**config.mk**
```make
export PLATFORM = sky130hd
export DESIGN_NAME = eas_seq
export DESIGN_NICKNAME = d
export VERILOG_FILES = /design/src/eas_pkg.sv /design/src/eas_seq.sv
export VERILOG_INCLUDE_DIRS = /design/src /design/src/src
export SDC_FILE = /design/constraint.sdc
export NUM_CORES = 2
export LEC_CHECK = 0
export ABC_AREA = 0
export BUFFER_PORTS_ARGS = -buffer_cell sky130_fd_sc_hd__buf_2
export CAP_MARGIN = 15
export CELL_PAD_IN_SITES_DETAIL_PLACEMENT = 1
export CELL_PAD_IN_SITES_GLOBAL_PLACEMENT = 2
export CORE_ASPECT_RATIO = 0.9
export CORE_MARGIN = 2
export CORE_UTILIZATION = 44
export DETAILED_ROUTE_END_ITERATION = 7
export PLACE_DENSITY = 0.78
export SYNTH_ARGS = -nofsm -noshare
export SYNTH_HDL_FRONTEND = slang
export SYNTH_SLANG_ARGS = --single-unit
```
**constraint.sdc**
```tcl
create_clock -name mclk -period 8.16 [get_ports mclk]
set_clock_uncertainty 0.1 [all_clocks]
set_input_delay 1.632 -clock mclk [delete_from_list [all_inputs] [get_ports mclk]]
set_output_delay 1.632 -clock mclk [all_outputs]
set_load 0.005 [all_outputs]
```
**src/eas_regs.svh**
```systemverilog
// register offsets, field positions, reset values and timing counts
// assumes byte addresses on a 12-bit register port, one 32-bit word per register
`ifndef EAS_REGS_SVH
`define EAS_REGS_SVH

// ----------------------------------------------------------------
// register map (region in addr[11:8], entry in addr[7:2])
// ----------------------------------------------------------------
`define EAS_ADDR_W 12
`define EAS_CTRL_OFS 12'h000
`define EAS_STAT_OFS 12'h004
`define EAS_REG_EVT 4'h1
`define EAS_REG_ACT 4'h2
`define EAS_REG_CMP 4'h3
`define EAS_REG_LR 4'h4

// ----------------------------------------------------------------
// field positions
// ----------------------------------------------------------------
`define EAS_CTRL_RUN 0
`define EAS_CTRL_CNT_LO 8
`define EAS_CTRL_CNT_HI 12
`define EAS_CTRL_RST 32'h0000_0100
`define EAS_EVT_KIND_LO 0
`define EAS_EVT_KIND_HI 1
`define EAS_EVT_SEL_LO 2
`define EAS_EVT_SEL_HI 6
`define EAS_CMP_PRE_LO 16
`define EAS_CMP_PRE_HI 31

// ----------------------------------------------------------------
// timing
// ----------------------------------------------------------------
`define EAS_CLK_NS 4
`define EAS_SCAN_NS 1000000
`define EAS_SCAN_CYC (`EAS_SCAN_NS / `EAS_CLK_NS)

`endif

```
**src/eas_pkg.sv**
```systemverilog
// types shared by the event/action sequencer
// assumes the register header is included by the design file
package eas_pkg;

    // one-hot sequencer states
    typedef enum logic [1:0] {
        EAS_ST_STOP = 2'b01,
        EAS_ST_RUN = 2'b10
    } eas_state_t;

    // where an event condition comes from
    typedef enum logic [1:0] {
        EAS_SRC_STATUS = 2'h0,
        EAS_SRC_LOGIC = 2'h1,
        EAS_SRC_CMP = 2'h2,
        EAS_SRC_NEVER = 2'h3
    } eas_src_t;

    // comparator relation of variable to preset
    typedef enum logic [1:0] {
        EAS_CMP_GT = 2'h0,
        EAS_CMP_LT = 2'h1,
        EAS_CMP_EQ = 2'h2,
        EAS_CMP_NE = 2'h3
    } eas_cmp_op_t;

    // logic rule operator; pass keeps the left operand alone
    typedef enum logic [1:0] {
        EAS_LOP_AND = 2'h0,
        EAS_LOP_OR = 2'h1,
        EAS_LOP_PASS = 2'h2,
        EAS_LOP_PASS2 = 2'h3
    } eas_lop_t;

    // register port request
    typedef struct packed {
        logic [11:0] addr;
        logic [31:0] wdata;
        logic wr;
        logic rd;
    } eas_req_t;

    // fired action
    typedef struct packed {
        logic valid;
        logic [4:0] index;
        logic [7:0] code;
    } eas_act_t;

endpackage

```
**src/eas_seq.sv**
```systemverilog
// event/action sequencer with comparators and logic rules
// assumes one 250 MHz clock, inputs synchronous to it, and a software register port
//
// Design decisions made here: the plain strobed port and the register offsets.
`timescale 1ns/100ps
`include "eas_regs.svh"

module eas_seq
    import eas_pkg::*;
#(
    parameter int NPAIR = 20,
    parameter int NCMP = 4,
    parameter int NLR = 4,
    parameter int NVAR = 4,
    parameter int SCAN_CYC = `EAS_SCAN_CYC
)(
    // clock and reset
    input wire logic mclk,
    input wire logic resetn,
    // register port
    input wire eas_req_t req,
    output logic [31:0] rdata,
    // condition sources
    input wire logic [3:0] timer_in,
    input wire logic [7:0] din,
    input wire logic [11:0] status_in,
    input wire logic [NVAR-1:0][15:0] var_in,
    // results
    output eas_act_t act,
    output logic [NCMP-1:0] cmp_out,
    output logic [NLR-1:0] lr_out,
    output logic running
);

    // ----------------------------------------------------------------
    // elaboration checks
    // ----------------------------------------------------------------
    // indices are five bits and selectors two bits wide
    if (NPAIR < 1 || NPAIR > 20 || NCMP < 1 || NCMP > 4 || NLR < 1 || NLR > 4 ||
        NVAR < 1 || NVAR > 4 || SCAN_CYC < 2 || SCAN_CYC > 16777215)
    begin : g_bad_param
        $error("eas_seq: parameter out of range");
    end

    // ----------------------------------------------------------------
    // state
    // ----------------------------------------------------------------
    typedef struct packed {
        eas_state_t st;
        logic [31:0] ctrl;
        logic [NPAIR-1:0][7:0] evt_cfg;
        logic [NPAIR-1:0][7:0] act_cfg;
        logic [NCMP-1:0][31:0] cmp_cfg;
        logic [NLR-1:0][31:0] lr_cfg;
        logic [23:0] scan_cnt;
        logic tick;
        logic [4:0] idx;
        logic evt_hit;
        eas_act_t act;
        logic [NCMP-1:0] cmp_res;
        logic [NLR-1:0] lr_res;
        logic [31:0] rdata;
    } eas_st_t;

    eas_st_t s_q;
    eas_st_t s_d;

    // ----------------------------------------------------------------
    // comparators and logic rules
    // ----------------------------------------------------------------
    logic [NCMP-1:0] cmp_now;
    logic [NLR-1:0] lr_now;
    logic [31:0] pool;

    // boolean pool for rule inputs; event result bits come from flops so no loop forms
    // unused comparator slots are zero-extended rather than replicated
    assign pool = {1'b0, 1'b1, s_q.act.valid, s_q.evt_hit, status_in, din,
                   4'(cmp_now), timer_in};

    genvar gc;
    generate
        for (gc = 0; gc < NCMP; gc++)
        begin : g_cmp
            logic [15:0] v;
            logic [15:0] pre;
            assign v = var_in[s_q.cmp_cfg[gc][1:0] % NVAR];
            assign pre = s_q.cmp_cfg[gc][`EAS_CMP_PRE_HI:`EAS_CMP_PRE_LO];
            // unsigned relation against the stored preset
            always_comb
            begin
                case (eas_cmp_op_t'(s_q.cmp_cfg[gc][3:2]))
                    EAS_CMP_GT: cmp_now[gc] = v > pre;
                    EAS_CMP_LT: cmp_now[gc] = v < pre;
                    EAS_CMP_EQ: cmp_now[gc] = v == pre;
                    default: cmp_now[gc] = v != pre;
                endcase
            end
        end
        for (gc = 0; gc < NLR; gc++)
        begin : g_lr
            logic [31:0] c;
            logic a0;
            logic a1;
            logic a2;
            logic ab;
            assign c = s_q.lr_cfg[gc];
            // each input may be inverted, which gives NOT
            assign a0 = pool[c[4:0]] ^ c[5];
            assign a1 = pool[c[10:6]] ^ c[11];
            assign a2 = pool[c[16:12]] ^ c[17];
            always_comb
            begin
                case (eas_lop_t'(c[19:18]))
                    EAS_LOP_AND: ab = a0 & a1;
                    EAS_LOP_OR: ab = a0 | a1;
                    default: ab = a0;
                endcase
                case (eas_lop_t'(c[21:20]))
                    EAS_LOP_AND: lr_now[gc] = ab & a2;
                    EAS_LOP_OR: lr_now[gc] = ab | a2;
                    default: lr_now[gc] = ab;
                endcase
            end
        end
    endgenerate

    // ----------------------------------------------------------------
    // current event and programmed length
    // ----------------------------------------------------------------
    logic [4:0] cnt_raw;
    logic [4:0] last;
    logic [7:0] ecfg;
    logic [4:0] esel;
    logic evt_true;

    assign cnt_raw = s_q.ctrl[`EAS_CTRL_CNT_HI:`EAS_CTRL_CNT_LO];
    // zero reads as one pair, above the array as all pairs
    assign last = (cnt_raw == 5'h00) ? 5'h00 :
                  (cnt_raw > 5'(NPAIR)) ? 5'(NPAIR - 1) : cnt_raw - 5'h01;
    assign ecfg = s_q.evt_cfg[s_q.idx];
    assign esel = ecfg[`EAS_EVT_SEL_HI:`EAS_EVT_SEL_LO];

    // only the event at the current index is ever looked at
    always_comb
    begin
        case (eas_src_t'(ecfg[`EAS_EVT_KIND_HI:`EAS_EVT_KIND_LO]))
            EAS_SRC_STATUS: evt_true = pool[esel];
            EAS_SRC_LOGIC: evt_true = lr_now[esel % NLR];
            EAS_SRC_CMP: evt_true = cmp_now[esel % NCMP];
            default: evt_true = 1'b0;
        endcase
    end

    // ----------------------------------------------------------------
    // next state
    // ----------------------------------------------------------------
    logic [3:0] region;
    logic [5:0] entry;
    logic fire;

    assign region = req.addr[11:8];
    assign entry = req.addr[7:2];
    assign fire = s_q.st == EAS_ST_RUN && s_q.tick && evt_true;

    always_comb
    begin
        s_d = s_q;
        s_d.act.valid = 1'b0;
        s_d.cmp_res = cmp_now;
        s_d.lr_res = lr_now;

        // free-running scan tick, one cycle wide
        if (s_q.scan_cnt == 24'h000000)
        begin
            s_d.scan_cnt = 24'(SCAN_CYC - 1);
            s_d.tick = 1'b1;
        end
        else
        begin
            s_d.scan_cnt = s_q.scan_cnt - 24'h000001;
            s_d.tick = 1'b0;
        end

        // register writes
        if (req.wr)
        begin
            if (req.addr == `EAS_CTRL_OFS)
                s_d.ctrl = req.wdata;
            else if (region == `EAS_REG_EVT && entry < 6'(NPAIR))
                s_d.evt_cfg[entry] = req.wdata[7:0];
            else if (region == `EAS_REG_ACT && entry < 6'(NPAIR))
                s_d.act_cfg[entry] = req.wdata[7:0];
            else if (region == `EAS_REG_CMP && entry < 6'(NCMP))
                s_d.cmp_cfg[entry] = req.wdata;
            else if (region == `EAS_REG_LR && entry < 6'(NLR))
                s_d.lr_cfg[entry] = req.wdata;
        end

        // register reads; unmapped addresses answer zero
        s_d.rdata = 32'h00000000;
        if (req.rd)
        begin
            if (req.addr == `EAS_CTRL_OFS)
                s_d.rdata = s_q.ctrl;
            else if (req.addr == `EAS_STAT_OFS)
                s_d.rdata = {8'h00, s_q.act.code, 3'h0, s_q.idx,
                             6'h00, s_q.evt_hit, s_q.st == EAS_ST_RUN};
            else if (region == `EAS_REG_EVT && entry < 6'(NPAIR))
                s_d.rdata = {24'h000000, s_q.evt_cfg[entry]};
            else if (region == `EAS_REG_ACT && entry < 6'(NPAIR))
                s_d.rdata = {24'h000000, s_q.act_cfg[entry]};
            else if (region == `EAS_REG_CMP && entry < 6'(NCMP))
                s_d.rdata = s_q.cmp_cfg[entry];
            else if (region == `EAS_REG_LR && entry < 6'(NLR))
                s_d.rdata = s_q.lr_cfg[entry];
        end

        // sequencer
        case (s_q.st)
            EAS_ST_STOP:
            begin
                s_d.idx = 5'h00;
                s_d.evt_hit = 1'b0;
                if (s_q.ctrl[`EAS_CTRL_RUN])
                    s_d.st = EAS_ST_RUN;
            end
            EAS_ST_RUN:
            begin
                if (!s_q.ctrl[`EAS_CTRL_RUN])
                begin
                    s_d.st = EAS_ST_STOP;
                    s_d.idx = 5'h00;
                end
                else if (s_q.tick)
                begin
                    s_d.evt_hit = evt_true;
                    // a false event leaves index and action alone
                    if (fire)
                    begin
                        s_d.act.valid = 1'b1;
                        s_d.act.index = s_q.idx;
                        s_d.act.code = s_q.act_cfg[s_q.idx];
                        s_d.idx = (s_q.idx >= last) ? 5'h00 : s_q.idx + 5'h01;
                    end
                end
                else if (s_q.idx > last)
                    s_d.idx = 5'h00;
            end
            default:
                s_d.st = EAS_ST_STOP;
        endcase
    end

    // ----------------------------------------------------------------
    // state register
    // ----------------------------------------------------------------
    always_ff @(posedge mclk or negedge resetn)
    begin
        if (!resetn)
        begin
            s_q <= '0;
            s_q.st <= EAS_ST_STOP;
            s_q.ctrl <= `EAS_CTRL_RST;
            s_q.scan_cnt <= 24'(SCAN_CYC - 1);
        end
        else
            s_q <= s_d;
    end

    // outputs straight from the state flops
    assign rdata = s_q.rdata;
    assign act = s_q.act;
    assign cmp_out = s_q.cmp_res;
    assign lr_out = s_q.lr_res;
    assign running = s_q.st == EAS_ST_RUN;
endmodule

```
# --- Yosys cells after proc, flatten, opt, wreduce, memory -nomap -nowiden ---
# Index checks and enable logic that the tools add are counted.
word_totals:
  register_bits: 695
  latchBits: 0
  ram_bits: 0
  romBits: 0
  input_bits: 136
  output_inout_bits: 55
  elab_cells: 297
  mem_count: 0
classes:
  add_sub_neg: 3
  mul: 0
  div: 0
  order_cmp: 35
  n_eq_ne: 39
  shifts: 0
  muxes: 94
  bitwise: 32
  n_reduce_logical: 34
ops:
  columns: ["cell", "n"]
  rows:
  - ["bitwise mux 160 bit", 2]
  - ["two-way mux 32 bit", 10]
  - ["bitwise mux 128 bit", 2]
  - ["binary-select mux 8 bit (select 5 bit)", 4]
  - ["binary-select mux 16 bit (select 2 bit)", 4]
  - ["binary-select mux 32 bit (select 2 bit)", 2]
  - ["less-than comparator 5 x 6 -> 1 bit (second input constant)", 14]
  - ["binary-select mux 1 bit (select 5 bit)", 13]
  - ["demux 32 bit (select 2 bit)", 1]
  - ["== test 16 bit", 4]
  - ["greater-than comparator 16 bit", 4]
  - ["less-than comparator 16 bit", 4]
  - ["two-way mux 16 bit", 4]
  - ["!= test 16 bit", 4]
  - ["demux 8 bit (select 5 bit)", 1]
  - ["two-way mux 5 bit", 7]
  - ["two-way mux 8 bit", 4]
  - ["two-way mux 15 bit", 2]
  - ["== test 2 x 1 -> 1 bit (second input constant)", 14]
  - ["two-way mux 14 bit", 2]
  - ["logical NOT 2 bit", 13]
  - ["two-way mux 25 bit", 1]
  - ["logical NOT 24 bit", 1]
  - ["subtractor 24 x 1 -> 24 bit (second input constant)", 1]
  - ["39 further kinds", 119]

# --- Longest topological paths before layout ---
depth:
  word_depth: 19
  ltp_mapped: 19
  depth_no_buf: 16

# --- Worst setup path before layout ---
# OpenSTA, ideal clock, no wires.
synth_timing:
  kind: "input to register"
  from: "input var_in[63] (netlist name)"
  to: "register s_q (netlist bit act[10])"
  setup_time_ps: 125
  arrival_ps: 5812
  required_ps: 7935
  setup_slack_ps: 2123
  path_stages: 17
  n_path_buf: 2
  cell_sequence: "mux4_2 > ha_1 > nand4_1 > nor4_1 > mux2i_1 > nor2_1 > mux2i_1 > buf_2 > o2111ai_1 > a311oi_1 > xor2_1 > o221ai_1 > o311ai_1 > o2111a_1 > a41oi_4 > buf_6 > mux2_4"
synth_via:
  elab_chain_cells: 16
  elab_cells_between_ends: 97
  classes_between: "order compare: 8; eq/ne: 8; mux: 51; bitwise: 28; reduce/logical: 2"
synth_rtl:
  columns: ["element", "line_no", "rtl"]
  rows:
  - ["from (decl)", "eas_seq.sv:27", "input wire logic [NVAR-1:0][15:0] var_in,"]
  - ["binary-select mux 16 bit (select 2 bit) (*)", "eas_seq.sv:86", "assign v = var_in[s_q.cmp_cfg[gc][1:0] % NVAR];"]
  - ["two-way mux 16 bit (not written as such) (*)", "eas_seq.sv:86", null]
  - ["less-than comparator 16 bit, or another cell as far along", "eas_seq.sv:93", "EAS_CMP_LT: cmp_now[gc] = v < pre;"]
  - ["case mux 1 bit (3 select lines) (*)", "eas_seq.sv:91", "case (eas_cmp_op_t'(s_q.cmp_cfg[gc][3:2]))"]
  - ["named net cmp_now[0]", "eas_seq.sv:71", "logic [NCMP-1:0] cmp_now;"]
  - ["binary-select mux 1 bit (select 5 bit) (on tied branches)", "eas_seq.sv:108, eas_seq.sv:109", null]
  - ["two-way mux 1 bit (on tied branches)", "eas_seq.sv:108, eas_seq.sv:109", null]
  - ["bitwise XOR 1 bit (on tied branches)", "eas_seq.sv:108, eas_seq.sv:109", null]
  - ["bitwise OR 1 bit or bitwise AND 1 bit (tied branches)", "eas_seq.sv:115, eas_seq.sv:114", null]
  - ["case mux 1 bit (2 select lines)", "eas_seq.sv:113", "case (eas_lop_t'(c[19:18]))"]
  - ["bitwise OR 1 bit or bitwise AND 1 bit (tied branches)", "eas_seq.sv:120, eas_seq.sv:119", null]
  - ["case mux 1 bit (2 select lines)", "eas_seq.sv:118", "case (eas_lop_t'(c[21:20]))"]
  - ["binary-select mux 1 bit (select 2 bit)", "eas_seq.sv:148", "EAS_SRC_LOGIC: evt_true = lr_now[esel % NLR];"]
  - ["two-way mux 1 bit (not written as such)", "eas_seq.sv:148", null]
  - ["case mux 1 bit (3 select lines) (*)", "eas_seq.sv:146", "case (eas_src_t'(ecfg[`EAS_EVT_KIND_HI:`EAS_EVT_KIND_LO]))"]
  - ["logical AND 1 bit (*)", "eas_seq.sv:163", "assign fire = s_q.st == EAS_ST_RUN && s_q.tick && evt_true;"]
  - ["AND reduction 4 bit (no source line) (*)", null, null]
  - ["to (decl)", "eas_seq.sv:65", "eas_st_t s_q;"]
# Mark *: on every way through the listed nets, which the timed path passes. The rest lies on a longest branch. The select of a mux whose other input is x is not followed.
# A chain may end at the register's enable or synchronous reset.

# --- Worst setup path in the final report ---
layout_timing:
  from: "input var_in[63] (netlist name)"
  to: "register s_q (netlist bit act[0])"
layout_via:
  elab_chain_cells: 16
  elab_cells_between_ends: 97
  classes_between: "order compare: 8; eq/ne: 8; mux: 51; bitwise: 28; reduce/logical: 2"
layout_rtl:
  columns: ["element", "line_no", "rtl"]
  rows:
  - ["binary-select mux 16 bit (select 2 bit)", "eas_seq.sv:86", null]
  - ["two-way mux 16 bit (not written as such)", "eas_seq.sv:86", null]
  - ["less-than comparator 16 bit, or another cell as far along", "eas_seq.sv:93", null]
  - ["case mux 1 bit (3 select lines)", "eas_seq.sv:91", null]
  - ["binary-select mux 1 bit (select 5 bit) (on tied branches)", "eas_seq.sv:108, eas_seq.sv:109", null]
  - ["two-way mux 1 bit (on tied branches)", "eas_seq.sv:108, eas_seq.sv:109", null]
  - ["bitwise XOR 1 bit (on tied branches)", "eas_seq.sv:108, eas_seq.sv:109", null]
  - ["bitwise OR 1 bit or bitwise AND 1 bit (tied branches)", "eas_seq.sv:115, eas_seq.sv:114", null]
  - ["case mux 1 bit (2 select lines)", "eas_seq.sv:113", null]
  - ["bitwise OR 1 bit or bitwise AND 1 bit (tied branches)", "eas_seq.sv:120, eas_seq.sv:119", null]
  - ["case mux 1 bit (2 select lines) (*)", "eas_seq.sv:118", null]
  - ["named net lr_now[2]", "eas_seq.sv:72", "logic [NLR-1:0] lr_now;"]
  - ["binary-select mux 1 bit (select 2 bit) (*)", "eas_seq.sv:148", null]
  - ["two-way mux 1 bit (not written as such) (*)", "eas_seq.sv:148", null]
  - ["case mux 1 bit (3 select lines) (*)", "eas_seq.sv:146", null]
  - ["logical AND 1 bit (*)", "eas_seq.sv:163", null]
  - ["AND reduction 4 bit (no source line) (*)", null, null]
# Marks and branches as above.

==> qor.txt <==
RUN STATUS
---------------------------------------------------------------------------------
Status ............................................................. finished, final reports clean

CLOCK TREE
---------------------------------------------------------------------------------
Clock slew seen by the registers of the worst setup and hold paths .      0.06 ns
CTS sink cnt .......................................................          695
Number of buffers on the longest clock path ........................            3
Hold Buf Count CTS .................................................            0
Post_cts resized ...................................................            0
TritonCTS clock tree ...............................................         done
Clock root cell .................................................... sky130_fd_sc_hd__clkbuf_16
Worst skew pair latency ............................................      0.66 ns
Clock H-tree levels ................................................            3
Number of clock buffers inserted by TritonCTS ......................           79
# Post-CTS Setup Buffers ...........................................            0

DRT
---------------------------------------------------------------------------------
Antenna viol nets, final ...........................................            0
Detail-routed net length per standard cell .........................      32.1 µm
First DRT Iteration DRCs ...........................................        2,641
Vias per std cell ..................................................         6.51
Vias ...............................................................        29.1k
DRC viols ..........................................................            0
Detailed-routing iteration count for the pre-antenna-repair pass ...            5
Final WL ...........................................................   143,000 µm

SYNTHESIS
---------------------------------------------------------------------------------
XOR/XNOR share of the synthesized area .............................      0.00424
Number of enable flip-flop cells after synthesis ...................            0
Top cells by area in the synthesized netlist ....................... sky130_fd_sc_hd__dfrtp_1 (41%), sky130_fd_sc_hd__mux4_2 (20%), sky130_fd_sc_hd__mux2_2 (16%)
Area share of the leading cell type in the synthesized netlist .....        0.414
Area fraction in and, or, nand and nor cells after synthesis .......       0.0588
Post-synth design cell area ........................................   0.0413 mm²
Synthesized-area fraction occupied by adder cells ..................       0.0230
Net count of the mapped netlist ....................................        3,373
Main combinational cell family by area after synthesis ............. multiplexers
Fraction of the mapped netlist area in compound gates ..............       0.0680
Yosys Warn Count ...................................................            0
Most common flop cell mapped by yosys .............................. sky130_fd_sc_hd__dfrtp_1
Area leader, netlist ............................................... sky130_fd_sc_hd__dfrtp_1
Synthesis-stage register bit count .................................          695
Distinct cell type count of the synthesized netlist ................           85
Average instance area after synthesis ..............................     13.1 µm²
Sequential-to-total area share from yosys stat .....................        0.422
Fraction of synthesis flops using an asynchronous set or reset pin .         1.00
Fraction of synthesized area in multiplexers .......................        0.378
Post-synthesis cell count ..........................................        3,161

CRITICAL PATH
---------------------------------------------------------------------------------
Highest net fanout along the worst path ............................           15
Type of the setup path with the least slack ........................       in2reg
Critical path required time ........................................      8.58 ns
Critical Path Start Type ...........................................    input pin
Beginning of the critical path .....................................   var_in[63]
Crit. End Element ..................................................    flip-flop
Worst reg2reg startpoint ...........................................     s_q[245]
Worst Path Arrival .................................................      7.24 ns

GLOBAL ROUTE
---------------------------------------------------------------------------------
GR Util All Layers .................................................        0.298
Highest-utilization routing layer at the global route stage ........         met2
Met3 Track Usage GR ................................................       0.0481
Initial antenna violation count ....................................            9
Pin count of the biggest net entering global routing ...............          177
Number of global-route vias before repair ..........................        30.7k
Met2 usage .........................................................        0.472
Global-route wire length before repair .............................   212,000 µm
GR Util met1 .......................................................        0.425
Grt total ovfl .....................................................            0

PWR
---------------------------------------------------------------------------------
Leak ...............................................................      20.3 nW
Highest ir drop seen on vdd ........................................     0.161 mV
Fraction of power consumed by the clock network ....................        0.481
Power density normalized to cell area ..............................   169 mW/mm²
Portion of total power attributed to combinational logic ...........        0.069
Sequential fraction of design power ................................        0.450
Internal Dissipation ...............................................      5.80 mW
Net switching power figure .........................................      1.91 mW
Net switching fraction of the power ................................        0.248

TIMING
---------------------------------------------------------------------------------
Setup tns final ....................................................         0 ns
Highest attainable clock frequency .................................      147 MHz
Final clock period utilization by the worst path ...................        0.836
Slew margin rel. ...................................................        0.230
Crit path time final ...............................................      6.82 ns
Max-slew violation total from the final report .....................            0
Setup violators final ..............................................            0
Worst Max-Slew Pin Slew ............................................      1.15 ns
RSZ-0062 raised after global routing ...............................        false
Count of endpoints failing hold in the final timing report .........            0

PLACEMENT
---------------------------------------------------------------------------------
Buffers on Ports ...................................................          190
HPWL reported at the end of detailed placement .....................    99,600 µm
Global placement routability congestion ............................        0.968

FINISH
---------------------------------------------------------------------------------
Layout net count ...................................................        3,371
Fill cell instance count of the final layout .......................        9,259
Final cell utilization of the core .................................        0.490
Synth-to-layout area growth ........................................        10.4%
Most frequent cells in the layout .................................. sky130_fd_sc_hd__dfrtp_1 (681), sky130_fd_sc_hd__mux2_2 (597), sky130_fd_sc_hd__mux4_2 (363), sky130_fd_sc_hd__buf_2 (187), sky130_fd_sc_hd__nand2_1 (146)
Proportion of layout cells with a drive suffix above 1 .............        0.430
Most common cell after layout, fill and taps aside ................. sky130_fd_sc_hd__dfrtp_1

DIE
---------------------------------------------------------------------------------
Die boundary width .................................................       327 µm
Core Footprint .....................................................   0.0930 mm²
Effective utilization at floorplan .................................        0.444
Number of rows created at floorplan ................................          106
Number of ports placed on the die boundary .........................          191
Full die area ......................................................   0.0963 mm²
Overall die height .................................................       295 µm

WORST HOLD PATH
---------------------------------------------------------------------------------
Startpoint of the lowest-slack hold path ...........................      s_q[61]
Worst Hold Class ...................................................      reg2reg

JOB
---------------------------------------------------------------------------------
Max capacitance violation total ....................................            0

-- cells by family (layout without fill, tap and decap cells) --
group / after synthesis / count (layout)
adders and majority gates: 76 / 76
muxes: 1027 / 1027
other: 0 / 9
buffers and inverters: 438 / 496
AOI/OAI and AO/OA: 414 / 414
and+or+nand+nor: 491 / 491
DFF: 695 / 695
xor gates and xnor gates: 20 / 20
-- routing by layer --
layer	vias up	share of wire
li1	12000	-
met1	15800	0.44
met2	1056	0.47
met3	227	0.062
met4	0	0.028
met5	-	0
-- per-stage QoR --
step	worst slack (ns)	instance area [µm²]	power, mW	cells	hold slack, ns
after global routing	1.06	45600	7.94	4468	0.394
after floorplan	2.12	41300	3.80	3161	0.336
final	1.34	45600	7.71	4470	0.369
after CTS	1.18	45500	7.77	4459	0.370
after global placement	0.870	42800	4.04	4318	0.348
after detailed placement	0.777	42800	4.06	4318	0.356
-- power groups by stage --
stage	registers (mW)	clock network, mW	logic [mW]
floorplan	3.53	0	0.268
global placement	3.53	0	0.509
detailed placement	3.54	0	0.526
CTS	3.47	3.77	0.528
global route	3.47	3.90	0.568
finish	3.47	3.71	0.531
-- worst max-delay path: stages --
cell                       delay, ns
sky130_fd_sc_hd__buf_2          0.12
sky130_fd_sc_hd__mux4_2         0.52
sky130_fd_sc_hd__ha_1           0.35
sky130_fd_sc_hd__nand4_1        0.26
sky130_fd_sc_hd__nor4_2         0.81
sky130_fd_sc_hd__mux2i_1        0.20
sky130_fd_sc_hd__nor2_1         0.29
sky130_fd_sc_hd__mux2i_1        0.26
sky130_fd_sc_hd__mux4_2         0.51
sky130_fd_sc_hd__nor2b_1        0.15
sky130_fd_sc_hd__mux2i_1        0.32
sky130_fd_sc_hd__o311ai_0       0.20
sky130_fd_sc_hd__a32o_1         0.28
sky130_fd_sc_hd__o2111a_1       0.39
sky130_fd_sc_hd__a41oi_4        0.25
sky130_fd_sc_hd__buf_4          0.31
sky130_fd_sc_hd__mux2_2         0.37
-- flip-flops by register name (all words and copies together), names as in the netlist --
signal / cells
cmp_out: 4
g_cmp.pre: 64
lr_out: 4
s_q: 443
pool: 1
cnt_raw: 5
rdata: 32
g_lr.c: 128
act: 14
-- final cells by class --
class	count	area [µm²]	share of cell area
Clock inverter	26	388	0.00851
Antenna cell	9	22.5	0.000494
Clock buffer	115	2300	0.0505
Tap cell	1242	1550	0.0341
Sequential cell	695	17400	0.382
Inverter	114	428	0.00939
Timing Repair Buffer	241	1440	0.0315
Multi-Input combinational cell	2028	22000	0.483
-- worst paths after layout --
| kind | to | slack [ns] | cells past startpoint |
|---|---|---|---|
| min in group asynchronous | s_q[74] | 0.84 | 1 |
| hold / removal | s_q[61] | 0.37 | 1 |
| setup / recovery | act[0] | 1.34 | 17 |
| max in group asynchronous | g_cmp[1].pre[9] | 5.50 | 2 |
| setup reg to reg | act[0] | 1.40 | 17 |
| hold reg to reg | s_q[61] | 0.37 | 1 |
-- Yosys cell counts (14+ instances only) --
| master | n |
|---|---|
| sky130_fd_sc_hd__nor3_1 | 24 |
| sky130_fd_sc_hd__nor3b_1 | 14 |
| sky130_fd_sc_hd__buf_4 | 57 |
| sky130_fd_sc_hd__nand2b_1 | 24 |
| sky130_fd_sc_hd__a211oi_1 | 22 |
| sky130_fd_sc_hd__nand3_1 | 39 |
| sky130_fd_sc_hd__dfrtp_1 | 683 |
| sky130_fd_sc_hd__mux2_2 | 597 |
| sky130_fd_sc_hd__o22ai_1 | 22 |
| sky130_fd_sc_hd__buf_1 | 41 |
| sky130_fd_sc_hd__inv_1 | 113 |
| sky130_fd_sc_hd__a21oi_1 | 77 |
| sky130_fd_sc_hd__clkbuf_1 | 214 |
| sky130_fd_sc_hd__nor2b_1 | 22 |
| sky130_fd_sc_hd__a22o_1 | 26 |
| sky130_fd_sc_hd__or3_1 | 15 |
| sky130_fd_sc_hd__mux4_2 | 363 |
| sky130_fd_sc_hd__mux2i_1 | 59 |
| sky130_fd_sc_hd__nand2_1 | 147 |
| sky130_fd_sc_hd__o21ai_0 | 99 |
| sky130_fd_sc_hd__nor2_1 | 119 |
| sky130_fd_sc_hd__o211ai_1 | 15 |
| sky130_fd_sc_hd__ha_1 | 76 |
| sky130_fd_sc_hd__a221oi_1 | 17 |
| sky130_fd_sc_hd__a22oi_1 | 39 |
| sky130_fd_sc_hd__nand4_1 | 19 |
Note: power is estimated with default switching activity, not from simulation.
